## config.mk

```make
export PLATFORM = sky130hd
export DESIGN_NAME = wd_reset_flag_watchdog
export DESIGN_NICKNAME = d
export VERILOG_FILES = /design/src/rtl/wd_reset_flag_pkg.sv /design/src/rtl/wd_reset_flag_counter.sv /design/src/rtl/wd_reset_flag_watchdog.sv
export SDC_FILE = /design/constraint.sdc
export NUM_CORES = 1
export LEC_CHECK = 0
export BUFFER_PORTS_ARGS = -buffer_cell sky130_fd_sc_hd__buf_4
export CORE_UTILIZATION = 45
export CTS_CLUSTER_DIAMETER = 40
export DETAILED_ROUTE_END_ITERATION = 8
export GPL_TIMING_DRIVEN = 0
export MAX_ROUTING_LAYER = met4
export PLACE_DENSITY = 0.69
export SLEW_MARGIN = 20
export SYNTH_ARGS = -nofsm -noshare
export SYNTH_HDL_FRONTEND = slang
export SYNTH_SLANG_ARGS = --single-unit
```

## constraint.sdc

```tcl
create_clock -name clk_sys -period 8.1 [get_ports clk_sys]
set_input_delay 0 -clock clk_sys [delete_from_list [all_inputs] [get_ports clk_sys]]
set_output_delay 0 -clock clk_sys [all_outputs]
set_load 0.005 [all_outputs]
```

## src/rtl/wd_reset_flag_pkg.sv

```systemverilog
// Shared constants for the watchdog with reset-cause flags.
package wd_reset_flag_pkg;

  // ----------------------------------------------------------------
  // Register map (byte addresses on the AXI4-Lite slave)
  // ----------------------------------------------------------------
  localparam int ADDR_W = 8;
  localparam logic [7:0] ADDR_WATCHDOG_CONTROL = 8'h60;
  localparam logic [7:0] ADDR_RESET_CAUSE_STATUS = 8'h64;

  // ----------------------------------------------------------------
  // AXI responses
  // ----------------------------------------------------------------
  localparam logic [1:0] RESP_OKAY = 2'h0;
  localparam logic [1:0] RESP_SLVERR = 2'h2;

  // ----------------------------------------------------------------
  // Watchdog control field positions
  // ----------------------------------------------------------------
  localparam int CTL_IRQ_FLAG = 7;
  localparam int CTL_IRQ_EN = 6;
  localparam int CTL_PERIOD_HI = 5;
  localparam int CTL_CHANGE_EN = 4;
  localparam int CTL_RESET_EN = 3;
  localparam int CTL_PERIOD_LO_MSB = 2;

  // ----------------------------------------------------------------
  // Reset-cause field positions
  // ----------------------------------------------------------------
  localparam int RC_SCAN = 4;
  localparam int RC_WD = 3;
  localparam int RC_BROWNOUT = 2;
  localparam int RC_PIN = 1;
  localparam int RC_POWERON = 0;
  localparam int RC_WIDTH = 5;

  // ----------------------------------------------------------------
  // Values after reset
  // ----------------------------------------------------------------
  localparam logic [3:0] PERIOD_RESET = 4'h0;
  localparam logic RESET_EN_RESET = 1'b0;
  localparam logic [RC_WIDTH-1:0] CAUSE_RESET = 5'h00;

  // ----------------------------------------------------------------
  // Counts of cycles
  // ----------------------------------------------------------------
  localparam logic [2:0] CHANGE_WINDOW_CYCLES = 3'h4;
  localparam int CNT_W = 20;
  localparam logic [20:0] BASE_PERIOD_OSC_CYCLES = 21'h000800;
  localparam logic [3:0] PERIOD_CODE_MAX = 4'h9;

endpackage

```

## src/rtl/wd_reset_flag_counter.sv

```systemverilog
// Watchdog period counter running on oscillator ticks.
`timescale 1ns/1ps

module wd_reset_flag_counter (
  input wire logic clk_sys,
  input wire logic rst_b,
  input wire logic oscTick,
  input wire logic clearCount,
  input wire logic countEnable,
  input wire logic [3:0] periodSel,
  output logic timeoutPulse
);

  typedef struct packed {
    logic [wd_reset_flag_pkg::CNT_W-1:0] count;
    logic timeout;
  } wd_reset_flag_cnt_state_t;

  wd_reset_flag_cnt_state_t q;
  wd_reset_flag_cnt_state_t d;

  // ----------------------------------------------------------------
  // Terminal count for a period code
  // ----------------------------------------------------------------
  // Reserved codes behave as the longest period, the safest reading
  function automatic logic [wd_reset_flag_pkg::CNT_W-1:0] lastCount(input logic [3:0] code);
    logic [3:0] c;
    logic [20:0] len;
    c = (code > wd_reset_flag_pkg::PERIOD_CODE_MAX) ? wd_reset_flag_pkg::PERIOD_CODE_MAX : code;
    len = wd_reset_flag_pkg::BASE_PERIOD_OSC_CYCLES << c;
    lastCount = len[wd_reset_flag_pkg::CNT_W-1:0] - 20'h00001;
  endfunction

  // Count ticks, fire one pulse on reaching the selected count
  always_comb begin
    d = q;
    d.timeout = 1'b0;
    if (clearCount || !countEnable) begin
      d.count = '0;
    end else if (oscTick) begin
      if (q.count >= lastCount(periodSel)) begin
        d.count = '0;
        d.timeout = 1'b1;
      end else begin
        d.count = q.count + 20'h00001;
      end
    end
  end

  // State register
  always_ff @(posedge clk_sys or negedge rst_b) begin
    if (!rst_b) begin
      q <= '0;
    end else begin
      q <= d;
    end
  end

  assign timeoutPulse = q.timeout;

endmodule // wd_reset_flag_counter

```

## src/rtl/wd_reset_flag_watchdog.sv

```systemverilog
// Watchdog timer with reset-cause flags behind an AXI4-Lite slave.
//
// The implementer's own choice: the AXI4-Lite interface to the registers.
`timescale 1ns/1ps

module wd_reset_flag_watchdog (
  input wire logic clk_sys,
  input wire logic rst_b,
  input wire logic [7:0] s_axi_awaddr,
  input wire logic s_axi_awvalid,
  output logic s_axi_awready,
  input wire logic [31:0] s_axi_wdata,
  input wire logic [3:0] s_axi_wstrb,
  input wire logic s_axi_wvalid,
  output logic s_axi_wready,
  output logic [1:0] s_axi_bresp,
  output logic s_axi_bvalid,
  input wire logic s_axi_bready,
  input wire logic [7:0] s_axi_araddr,
  input wire logic s_axi_arvalid,
  output logic s_axi_arready,
  output logic [31:0] s_axi_rdata,
  output logic [1:0] s_axi_rresp,
  output logic s_axi_rvalid,
  input wire logic s_axi_rready,
  input wire logic wdOscClk,
  input wire logic poweronReset,
  input wire logic pinReset,
  input wire logic brownoutReset,
  input wire logic scanResetInstruction,
  input wire logic wd_always_on_fuse,
  input wire logic wdRestart,
  input wire logic globalIrqEnable,
  input wire logic irqVectorAck,
  output logic wdIrqRequest,
  output logic wdResetPulse
);

  // ----------------------------------------------------------------
  // State
  // ----------------------------------------------------------------
  // Pin order in the synchroniser: 0 power-on, 1 pin, 2 brown-out,
  // 3 scan, 4 fuse, 5 oscillator
  typedef struct packed {
    logic [5:0] syncA;
    logic [5:0] syncB;
    logic oscPrev;
    logic awHeld;
    logic [7:0] awAddr;
    logic wHeld;
    logic [7:0] wData;
    logic wLane0;
    logic awready;
    logic wready;
    logic bvalid;
    logic [1:0] bresp;
    logic arready;
    logic rvalid;
    logic [31:0] rdata;
    logic [1:0] rresp;
    logic wd_irq_flag;
    logic wd_irq_enable;
    logic wd_reset_enable;
    logic [3:0] wd_period_select;
    logic [2:0] changeCount;
    logic [wd_reset_flag_pkg::RC_WIDTH-1:0] resetCause;
    logic irqReq;
    logic resetPulse;
  } wd_reset_flag_state_t;

  wd_reset_flag_state_t q;
  wd_reset_flag_state_t d;

  logic timeoutPulse;
  logic fuseOn;
  logic resetEnEff;
  logic irqEnEff;
  logic wdEnabled;
  logic changeOpen;
  logic anyResetSrc;
  logic oscTick;

  // ----------------------------------------------------------------
  // Address decode, shared by the read and the write path
  // ----------------------------------------------------------------
  function automatic logic [1:0] regSel(input logic [7:0] addr);
    if (addr == wd_reset_flag_pkg::ADDR_WATCHDOG_CONTROL) begin
      regSel = 2'h1;
    end else if (addr == wd_reset_flag_pkg::ADDR_RESET_CAUSE_STATUS) begin
      regSel = 2'h2;
    end else begin
      regSel = 2'h0;
    end
  endfunction

  // ----------------------------------------------------------------
  // Effective mode, from stored bits, fuse and watchdog reset flag
  // ----------------------------------------------------------------
  // The fuse and the flag override the stored bit, so a failing
  // program cannot talk its way out of reset mode
  assign fuseOn = q.syncB[4];
  assign resetEnEff = fuseOn | q.wd_reset_enable | q.resetCause[wd_reset_flag_pkg::RC_WD];
  assign irqEnEff = q.wd_irq_enable & ~fuseOn;
  assign wdEnabled = resetEnEff | irqEnEff;
  assign changeOpen = (q.changeCount != 3'h0);
  assign anyResetSrc = |q.syncB[3:0];
  assign oscTick = q.syncB[5] & ~q.oscPrev;

  // Period counter; period bits only matter while enabled
  wd_reset_flag_counter u_counter (
    .clk_sys(clk_sys),
    .rst_b(rst_b),
    .oscTick(oscTick),
    .clearCount(wdRestart | q.resetPulse),
    .countEnable(wdEnabled),
    .periodSel(q.wd_period_select),
    .timeoutPulse(timeoutPulse)
  );

  // ----------------------------------------------------------------
  // Next-state logic
  // ----------------------------------------------------------------
  always_comb begin
    logic [7:0] wv;
    logic doWrite;
    logic [1:0] wSel;
    logic doReset;
    logic setIrq;
    wv = q.wData;
    doWrite = 1'b0;
    wSel = 2'h0;
    doReset = 1'b0;
    setIrq = 1'b0;
    d = q;

    // Two-stage synchronisers; only the second stage is looked at
    d.syncA = {wdOscClk, wd_always_on_fuse, scanResetInstruction, brownoutReset,
               pinReset, poweronReset};
    d.syncB = q.syncA;
    d.oscPrev = q.syncB[5];

    // Write address and data are taken independently
    if (s_axi_awvalid && q.awready) begin
      d.awHeld = 1'b1;
      d.awAddr = s_axi_awaddr;
    end
    if (s_axi_wvalid && q.wready) begin
      d.wHeld = 1'b1;
      d.wData = s_axi_wdata[7:0];
      d.wLane0 = s_axi_wstrb[0];
    end

    // Response once both halves are held and the last one is gone
    if (q.bvalid && s_axi_bready) begin
      d.bvalid = 1'b0;
    end
    if (q.awHeld && q.wHeld && !q.bvalid) begin
      wSel = regSel(q.awAddr);
      doWrite = q.wLane0;
      d.awHeld = 1'b0;
      d.wHeld = 1'b0;
      d.bvalid = 1'b1;
      d.bresp = (wSel == 2'h0) ? wd_reset_flag_pkg::RESP_SLVERR : wd_reset_flag_pkg::RESP_OKAY;
    end
    d.awready = ~d.awHeld;
    d.wready = ~d.wHeld;

    // Read path; data captured at the address handshake
    if (q.rvalid && s_axi_rready) begin
      d.rvalid = 1'b0;
    end
    if (s_axi_arvalid && q.arready) begin
      d.rvalid = 1'b1;
      d.rresp = wd_reset_flag_pkg::RESP_OKAY;
      case (regSel(s_axi_araddr))
        2'h1: begin
          d.rdata = {24'h000000, q.wd_irq_flag, irqEnEff, q.wd_period_select[3],
                     changeOpen, resetEnEff, q.wd_period_select[2:0]};
        end
        2'h2: begin
          d.rdata = {27'h0000000, q.resetCause};
        end
        default: begin
          d.rdata = 32'h00000000;
          d.rresp = wd_reset_flag_pkg::RESP_SLVERR;
        end
      endcase
    end
    d.arready = ~d.rvalid;

    // Change window runs down every cycle
    if (changeOpen) begin
      d.changeCount = q.changeCount - 3'h1;
    end

    // Control register write
    if (doWrite && wSel == 2'h1) begin
      d.wd_irq_enable = wv[wd_reset_flag_pkg::CTL_IRQ_EN];
      if (wv[wd_reset_flag_pkg::CTL_IRQ_FLAG]) begin
        d.wd_irq_flag = 1'b0;
      end
      if (changeOpen) begin
        // Open window: reset enable and period take the written values
        d.wd_reset_enable = wv[wd_reset_flag_pkg::CTL_RESET_EN];
        d.wd_period_select = {wv[wd_reset_flag_pkg::CTL_PERIOD_HI],
                              wv[wd_reset_flag_pkg::CTL_PERIOD_LO_MSB:0]};
        d.changeCount = 3'h0;
      end else begin
        // Closed window: reset enable may only be set, period kept
        d.wd_reset_enable = q.wd_reset_enable | wv[wd_reset_flag_pkg::CTL_RESET_EN];
      end
      if (wv[wd_reset_flag_pkg::CTL_CHANGE_EN] && wv[wd_reset_flag_pkg::CTL_RESET_EN]) begin
        d.changeCount = wd_reset_flag_pkg::CHANGE_WINDOW_CYCLES;
      end
    end

    // Cause flags: writing zero clears, writing one leaves alone
    if (doWrite && wSel == 2'h2) begin
      d.resetCause = q.resetCause & wv[wd_reset_flag_pkg::RC_WIDTH-1:0];
    end

    // Vector execution clears the flag; in combined mode also the enable
    if (irqVectorAck && q.wd_irq_flag) begin
      d.wd_irq_flag = 1'b0;
      if (resetEnEff) begin
        d.wd_irq_enable = 1'b0;
      end
    end

    // Time-out action by mode
    if (timeoutPulse && wdEnabled) begin
      if (!resetEnEff) begin
        setIrq = 1'b1;
      end else if (irqEnEff && !q.wd_irq_flag) begin
        setIrq = 1'b1;
      end else begin
        doReset = 1'b1;
      end
    end
    // Set beats a write or vector clear in the same cycle; a system reset below still clears it
    if (setIrq) begin
      d.wd_irq_flag = 1'b1;
    end

    // Power-on clears the others; sets still win
    if (q.syncB[0]) begin
      d.resetCause[wd_reset_flag_pkg::RC_SCAN:wd_reset_flag_pkg::RC_PIN] = 4'h0;
    end
    if (q.syncB[0]) begin
      d.resetCause[wd_reset_flag_pkg::RC_POWERON] = 1'b1;
    end
    if (q.syncB[1]) begin
      d.resetCause[wd_reset_flag_pkg::RC_PIN] = 1'b1;
    end
    if (q.syncB[2]) begin
      d.resetCause[wd_reset_flag_pkg::RC_BROWNOUT] = 1'b1;
    end
    if (q.syncB[3]) begin
      d.resetCause[wd_reset_flag_pkg::RC_SCAN] = 1'b1;
    end
    if (doReset) begin
      d.resetCause[wd_reset_flag_pkg::RC_WD] = 1'b1;
    end

    // One-cycle internal reset pulse
    d.resetPulse = doReset;

    // Any system reset returns the control register to its start values;
    // the cause flags survive every source but power-on, which is their whole purpose
    if (anyResetSrc || q.resetPulse) begin
      d.wd_irq_flag = 1'b0;
      d.wd_irq_enable = 1'b0;
      d.wd_reset_enable = wd_reset_flag_pkg::RESET_EN_RESET;
      d.wd_period_select = wd_reset_flag_pkg::PERIOD_RESET;
      d.changeCount = 3'h0;
    end

    // Interrupt request gated by global enable, enable and flag
    d.irqReq = globalIrqEnable & irqEnEff & q.wd_irq_flag;
  end

  // ----------------------------------------------------------------
  // State register
  // ----------------------------------------------------------------
  always_ff @(posedge clk_sys or negedge rst_b) begin
    if (!rst_b) begin
      q <= '0;
    end else begin
      q <= d;
    end
  end

  // Outputs straight from the state register
  assign s_axi_awready = q.awready;
  assign s_axi_wready = q.wready;
  assign s_axi_bresp = q.bresp;
  assign s_axi_bvalid = q.bvalid;
  assign s_axi_arready = q.arready;
  assign s_axi_rdata = q.rdata;
  assign s_axi_rresp = q.rresp;
  assign s_axi_rvalid = q.rvalid;
  assign wdIrqRequest = q.irqReq;
  assign wdResetPulse = q.resetPulse;

endmodule // wd_reset_flag_watchdog

```

# == After elaboration in Yosys (flattened, before gate mapping) ==
# Cells that the tools add are included.
# word_totals
input_bits,68
word_cells,142
reg_bits,111
output_inout_bits,43
# classes
n_bitwise,15
magnitude_cmp,2
shift,1
n_eq_ne,8
n_reduce_logical,35
muxes,48
add_sub_neg,3
# ops
op,count
$mux 20,2
$mux 35,1
$eq 8x7->1 const B,4
$mux 10,3
$mux 1,22
$mux 21,1
$add 20x1->20 const B,1
$ge 20x20->1,1
$mux 2,10
$shl 12x4->20 const A,1
$sub 20x1->20 const B,1
$pmux 8 s2,1
$reduce_bool 3->1,5
$logic_and 1x1->1,13
$reduce_bool 2->1,5
$mux 3,3
$mux 9,1
$mux 4,2
$reduce_bool 4->1,2
$mux 7,1
$and 5x5->5,1
$mux 5,1
$not 1->1,5
$or 1x1->1,5
11 further kinds,20

# == Logic depth before layout (Yosys ltp) ==
# Gate-level depths: netlist of the first run.
# logic_depth
depth_word,12
depth_mapped,16
ltp_nobuf,13

# == Hierarchy ==
# From an unflattened synthesis of the first run, not the netlist that was laid out.
# unflattened
cells_unflattened,419
hier_area_um2,4436.8
# modules_own_cells
module,seq_area_each_um2,n_inst,cells_per_inst,area_per_inst_um2
wd_reset_flag_watchdog,1601.5,1,243,2826.5
wd_reset_flag_counter,525.5,1,176,1610.3

# == Worst setup path after synthesis of the first run ==
# OpenSTA, ideal clock, no wires.
# synth_timing
path_kind,reg2reg
from,reg q[12] in the netlist's numbering
to,reg u_counter.q[8] in the netlist's numbering
setup_slack_ns,5.051
required_ns,8.018
n_path_buf,2
arrival_time_ns,2.968
setup_ns,0.082
path_stages_with_launch,15
cell_sequence,dfrtp_1 clkbuf_1 nor2_1 nand3_1 ha_1 nor3_1 a21oi_1 o21a_1 ha_1 nand4_1 nor3_1 a2111oi_4 buf_6 o211ai_1 a31oi_1
# synth_via
elab_chain_cells,8
# synth_lines
element,line,text
from (decl),wd_reset_flag_watchdog.sv:71,wd_reset_flag_state_t q;
from (signal assigned),wd_reset_flag_watchdog.sv:287,q <= '0;
from (signal assigned),wd_reset_flag_watchdog.sv:289,q <= d;
$gt 4x4->1,wd_reset_flag_counter.sv:29,c = (code > wd_reset_flag_pkg::PERIOD_CODE_MAX) ? wd_reset_flag_pkg::PERIOD_CODE_MAX : code;
$mux 4 (*),wd_reset_flag_counter.sv:29,
$shl 12x4->20 (*),wd_reset_flag_counter.sv:30,len = wd_reset_flag_pkg::BASE_PERIOD_OSC_CYCLES << c;
$sub 20x1->20 (*),wd_reset_flag_counter.sv:31,lastCount = len[wd_reset_flag_pkg::CNT_W-1:0] - 20'h00001;
$ge 20x20->1 (*),wd_reset_flag_counter.sv:41,if (q.count >= lastCount(periodSel)) begin
$mux 20 (*),wd_reset_flag_counter.sv:41,
$mux 21 (*),wd_reset_flag_counter.sv:40,end else if (oscTick) begin
$mux 20 (*),wd_reset_flag_counter.sv:38,if (clearCount || !countEnable) begin
to (signal assigned),wd_reset_flag_counter.sv:53,q <= '0;
to (signal assigned),wd_reset_flag_counter.sv:55,q <= d;
to (decl),wd_reset_flag_counter.sv:19,wd_reset_flag_cnt_state_t q;
# Every way passes the cells marked *; elsewhere a longest branch is shown, timed or not. The select of a mux whose other input is x is not followed.
# A chain may end at the register's enable or synchronous reset.

# == Worst setup path in the final report of the first run ==
# Ends and elaborated chain as after synthesis.

==> results of run 1 <==
-- final cells by class --
class | count | share of cell area
inverter | 18 | 0.0121
tap | 129 | 0.0289
timing repair buffer | 88 | 0.134
multi-input combinational | 292 | 0.340
buffer | 55 | 0.0678
clock inverter | 7 | 0.0141
sequential | 85 | 0.382
clock buffer | 9 | 0.0222
-- final timing paths --
check | endpoint | cells past startpoint | start | slack (ns)
max | u_counter.q[8] | 14 | q[12] | 4.50
max in group asynchronous | s_axi_rdata[5] | 2 | rst_b | 7.33
max reg2reg | u_counter.q[8] | 14 | q[12] | 4.50
min reg2reg | q[78] | 0 | d[78] | 0.35
min | q[66] | 3 | s_axi_wvalid | 0.05
min in group asynchronous | u_counter.q[9] | 2 | rst_b | 0.25
-- worst min-delay path, stage by stage --
cell	delay (ns)
buf_4	0.07
and2_1	0.15
mux2_2	0.16
-- registers in the layout, indices dropped and copies added, names as in the netlist, 7 cells and up --
| name | flops |
|---|---|
| d | 7 |
| s_axi_rdata | 8 |
| u_counter.q | 20 |
| q | 39 |
-- routing by layer --
layer	global-route usage	up-vias
met2	0.320	147
met5	-	-
met1	0.259	1662
li1	-	1710
met3	0.0270	19
met4	0.0903	0
-- through the flow --
step / hold WS (ns) / std cells
final: 0.0499 / 683
after CTS: 0.0205 / 683
after floorplan: -0.296 / 450
after global placement: 0.110 / 635
after global routing: 0.0706 / 683
after detailed placement: 0.111 / 635
-- cell families after synthesis --
kind of cell,synth area share
other,0.000858
multiplexers,0.0690
AND/OR/NAND/NOR,0.172
flip-flops,0.486
XOR/XNOR,0.00200
AO/OA/AOI/OAI,0.128
adder cells (fa/ha/maj),0.0401
buffers and inverters,0.102
-- report_power, final --
group / internal [W] / switching (W) / leakage (nW)
Sequential: 0.000489 / 0.0000417 / 1.08
Clock: 0.000146 / 0.000164 / 0.105
Combinational: 0.000105 / 0.0000762 / 1.34
Total: 0.000741 / 0.000282 / 2.53
-- layout by cell type (no fill, tap or decap), types with 3 or more instances in the layout --
cell and n:
a41oi_1 4, o31ai_1 6, nand4_1 7, a21oi_1 12, inv_6 3, a31oi_1 31
mux2i_1 11, o21ai_0 20, ha_1 14, nor2b_1 6, conb_1 26, nand2b_1 7
nand3_1 28, dfrtp_1 85, nand2_1 30, nand3b_1 4, dlygate4sd3_1 32, buf_4 93
clkbuf_8 9, mux2_2 17, and3_1 11, inv_1 18, buf_6 4, and2_1 3
nor2_1 19, clkbuf_1 11, nor3_1 6, or3_1 3
==> reports/metrics.cfg, run 1 <==
[clock_network]
h-tree-depth=3
cts_max_path_buffers=2
cts_resized=0
postCtsSetupBuffers=0
root_buffer=clkbuf_8
cts_sinks=85
clk_pin_slew_worst_paths_ns=0.10
ctsHoldBuffers=32
cts_tree=done
numCtsBuffers=9
clock_latency_ns=0.36

[final_layout]
multiInputGateArea_um2=1890
post-route-util=0.598
nFillCells=776
n_antenna_cell=0
postLayoutCellArea_um2=5580
register_area_um2=2130
drive_gt1_frac=0.253
area_growth_pct=27.5
fin_nets=631

[yosys]
synth.distinct_cells=49
syn_inst=425
synth_area_leaders=dfrtp_1 49%, buf_4 6.5%, a31oi_1 4.4%
ys.flop_type=dfrtp_1
ys_ff_latch=85
synth_top_area_frac=0.486
syn_area_um2=4370
synth-edff-count=0
synth_commonest_cells=85 x dfrtp_1, 38 x buf_4, 31 x a31oi_1
yosys.area.top_type=dfrtp_1
synth-warning-count=0
syn_avg_cell_area_um2=10.3
synth_most_common_cell=dfrtp_1
synth-seq-area-share=0.486
async_flop_share=1.00

[floorplanning]
ios=111
coreArea_um2=9330
die_width_um=101
std_cell_rows=35
start_util=0.469
die_y_um=101
fp.dieArea_um2=10100

[placed_design]
dpl_cell_area_um2=5050
io_buffers=56
place_congestion=0.844
post-place-ws_ns=4.55
hpwl_um=6270

[timing]
setup_viol=0
fin_tns_setup_ns=0
worst_pin_slew_ns=0.915
finalMaxSlewViolations=0
rsz0062_at_grt=no
finalCriticalPeriod_ns=3.60
clock.fmax_mhz=278
finalHoldViolations=0
setup_ws_ns=4.50
finalCritPeriodShare=0.445
fin_skew_ns=0.0145
max-slew-margin-rel=0.385

[critical_path]
slowest_delay_ns=0.74
worstPathRequired_ns=8.37
crit_fanout=10
crit_buf_inv=2
cp.arrival_ns=3.87
critPathSlowestCell=a2111oi_4
end_kind=flop
start_kind=flop
crit_type=flop to flop
path_cells=clkbuf_1, nor2_1, nand3_1, ha_1, nor3_1, a21oi_1, o21a_1, ha_1, nand4_1, nor3_1, a2111oi_4, buf_6, o211ai_1, a31oi_1
path_delay_family=compound AO/OA/AOI/OAI gates

[global_route]
overflow=0
grt_first_pass_wirelength_um=15500
grt_pass1_vias=3313
grt_antenna_before_repair=0
grt.total_usage=0.202
grt_start_max_net_pins=86

[drt]
drc=0
wl_per_cell_um=13.9
ant_nets=0
firstDrtPassIters=6
num_vias=3538
vias_per_cell=5.18
drt_wl_total_um=9470
drt_iter0_markers=276
drt-met1-wl_um=4230
highest_layer=met4
wl_met2_um=4590
met3_length_um=462

[flow_run]
cap_violations=0

[pwr]
powerDensity_nw_per_um2=183
report.power.total_w=0.00102
leakagePower_nw=2.53
irDropWorstVdd_mv=0.128

[run_status]
status=finished, final reports clean

[min_path]
min_path_type=input port to flop

Note: power is estimated with default switching activity, not from simulation.
==> inputs of run 2 (changes only) <==
- PLACE_DENSITY: 0.69 -> 0.72
- clock period: 8.1 -> 3.09 ns (I/O delays scaled with it)
==> reports/metrics.cfg, run 2 (synthesized netlist as in run 1, its figures left out) <==
[pwr]
switchingPower_w=0.000768
leakagePower_nw=2.59
p_comb_frac=0.180
pwr-share-seq=0.528
power.internal_w=0.00188
irDropWorstVdd_mv=0.343
powerDensity_nw_per_um2=465
pwr-share-clk=0.292
p_sw_frac=0.290

[global_route]
grt_pass1_vias=3375
grt_first_pass_wirelength_um=15600
grt_antenna_before_repair=0
grt.total_usage=0.201
grt_start_max_net_pins=86
overflow=0

[clock_network]
cts_sinks=85
numCtsBuffers=9
h-tree-depth=3
cts_max_path_buffers=2
clock_latency_ns=0.36
clk_pin_slew_worst_paths_ns=0.10
root_buffer=clkbuf_8
cts_tree=done

[floorplanning]
fp.dieArea_um2=10100
start_util=0.469
std_cell_rows=35
die_width_um=101
coreArea_um2=9330
ios=111
die_y_um=101

[timing]
setup_ws_ns=0.151
timing.hold.ws_ns=0.0386
finalHoldViolations=0
finalMaxSlewViolations=0
fin_skew_ns=0.0127
clock.fmax_mhz=340
max-slew-margin-rel=0.384
fin_tns_setup_ns=0
setup_viol=0
finalCritPeriodShare=0.951
worst_pin_slew_ns=0.916
finalCriticalPeriod_ns=2.94

[drt]
drt_iter0_markers=213
wl_per_cell_um=14.0
num_vias=3545
firstDrtPassIters=4
drc=0
ant_nets=0
drt_wl_total_um=9700
vias_per_cell=5.13

[critical_path]
end_kind=flop
reg2reg_from=q[10]
cp.arrival_ns=3.21
worstPathRequired_ns=3.37
crit_type=flop to flop
crit_start=q[10]
start_kind=flop
crit_fanout=10
r2r_slack_ns=0.15

[placed_design]
place_congestion=0.829
post-place-ws_ns=-0.456
hpwl_um=6340
io_buffers=56

[final_layout]
largest_register=q
mostFrequentLayoutCell=buf_4
area_growth_pct=30.2
drive_gt1_frac=0.292
fin_nets=639
final_cell_mix=104 x buf_4, 81 x dfrtp_1, 32 x dlygate4sd3_1
largest_reg_flops=39
n_antenna_cell=0

[min_path]
min_path_type=input port to flop
min-delay-start=s_axi_wvalid

[run_status]
status=finished, final reports clean

[flow_run]
cap_violations=0

## run 2: layout make-up
type                            count  area, um2
Clock inverter                      7       72.6
Fill cell                         773       3630
Inverter                           18       67.6
Multi-Input combinational cell    292       1940
Tap cell                          129        161
Clock buffer                        9        124
Sequential cell                    85       2130
Buffer                             51        364
Timing Repair Buffer              100        832
## run 2: power groups by stage
stage	combinational [W]	sequential, W	clock, W
4_1_cts	0.000478	0.00140	0.000795
3_3_place_gp	0.000430	0.00141	0
6_report	0.000477	0.00140	0.000773
5_1_grt	0.000524	0.00142	0.000838
3_5_place_dp	0.000447	0.00142	0
2_1_floorplan	0.000292	0.00138	0
## run 2: worst paths after layout
check                                 end  cells after the start
setup reg to reg           u_counter.q[8]                     15
hold reg to reg                     q[78]                      0
hold / removal                      q[66]                      3
max in group asynchronous           q[13]                      2
setup / recovery           u_counter.q[8]                     15
min in group asynchronous  u_counter.q[9]                      2
## run 2: metal layers
layer,GRT usage,share of wire,up-vias,routed length [um]
met5,-,0,-,0
li1,-,-,1734,-
met1,0.258,0.45,1690,4370
met4,0.0680,0.013,0,125
met2,0.333,0.50,109,4870
met3,0.0250,0.035,12,336
## run 2: metrics by stage
stage,utilization,std cells,cell area [um2],power (W)
floorplan,-,450,4470,0.00167
global placement,0.541,635,5050,0.00184
detailed placement,0.541,635,5050,0.00186
CTS,0.601,685,5610,0.00267
global route,0.610,691,5690,0.00278
finish,0.610,691,5690,0.00265
## run 2: worst max-delay path, cell delays in order, from the launching register on
cell,delay [ns]
dfrtp_2,0.49
nor2_1,0.13
nand2_1,0.11
ha_4,0.20
nor3_2,0.13
mux2i_1,0.10
nor2_1,0.13
a21oi_1,0.06
ha_1,0.31
nand4_1,0.19
nor3_2,0.09
a2111oi_4,0.30
buf_4,0.20
buf_6,0.15
a31oi_1,0.10
a31oi_1,0.17
## run 2: repair_timing
| action | in CTS | in global routing |
|---|---|---|
| endpoints found under the hold margin | 116 | 0 |
| pin swaps | 2 | 2 |
| resized for setup | 7 | 8 |
| hold buffers | 32 | 0 |
| endpoints found under the setup margin | 21 | 21 |
| setup buffers | 3 | 9 |
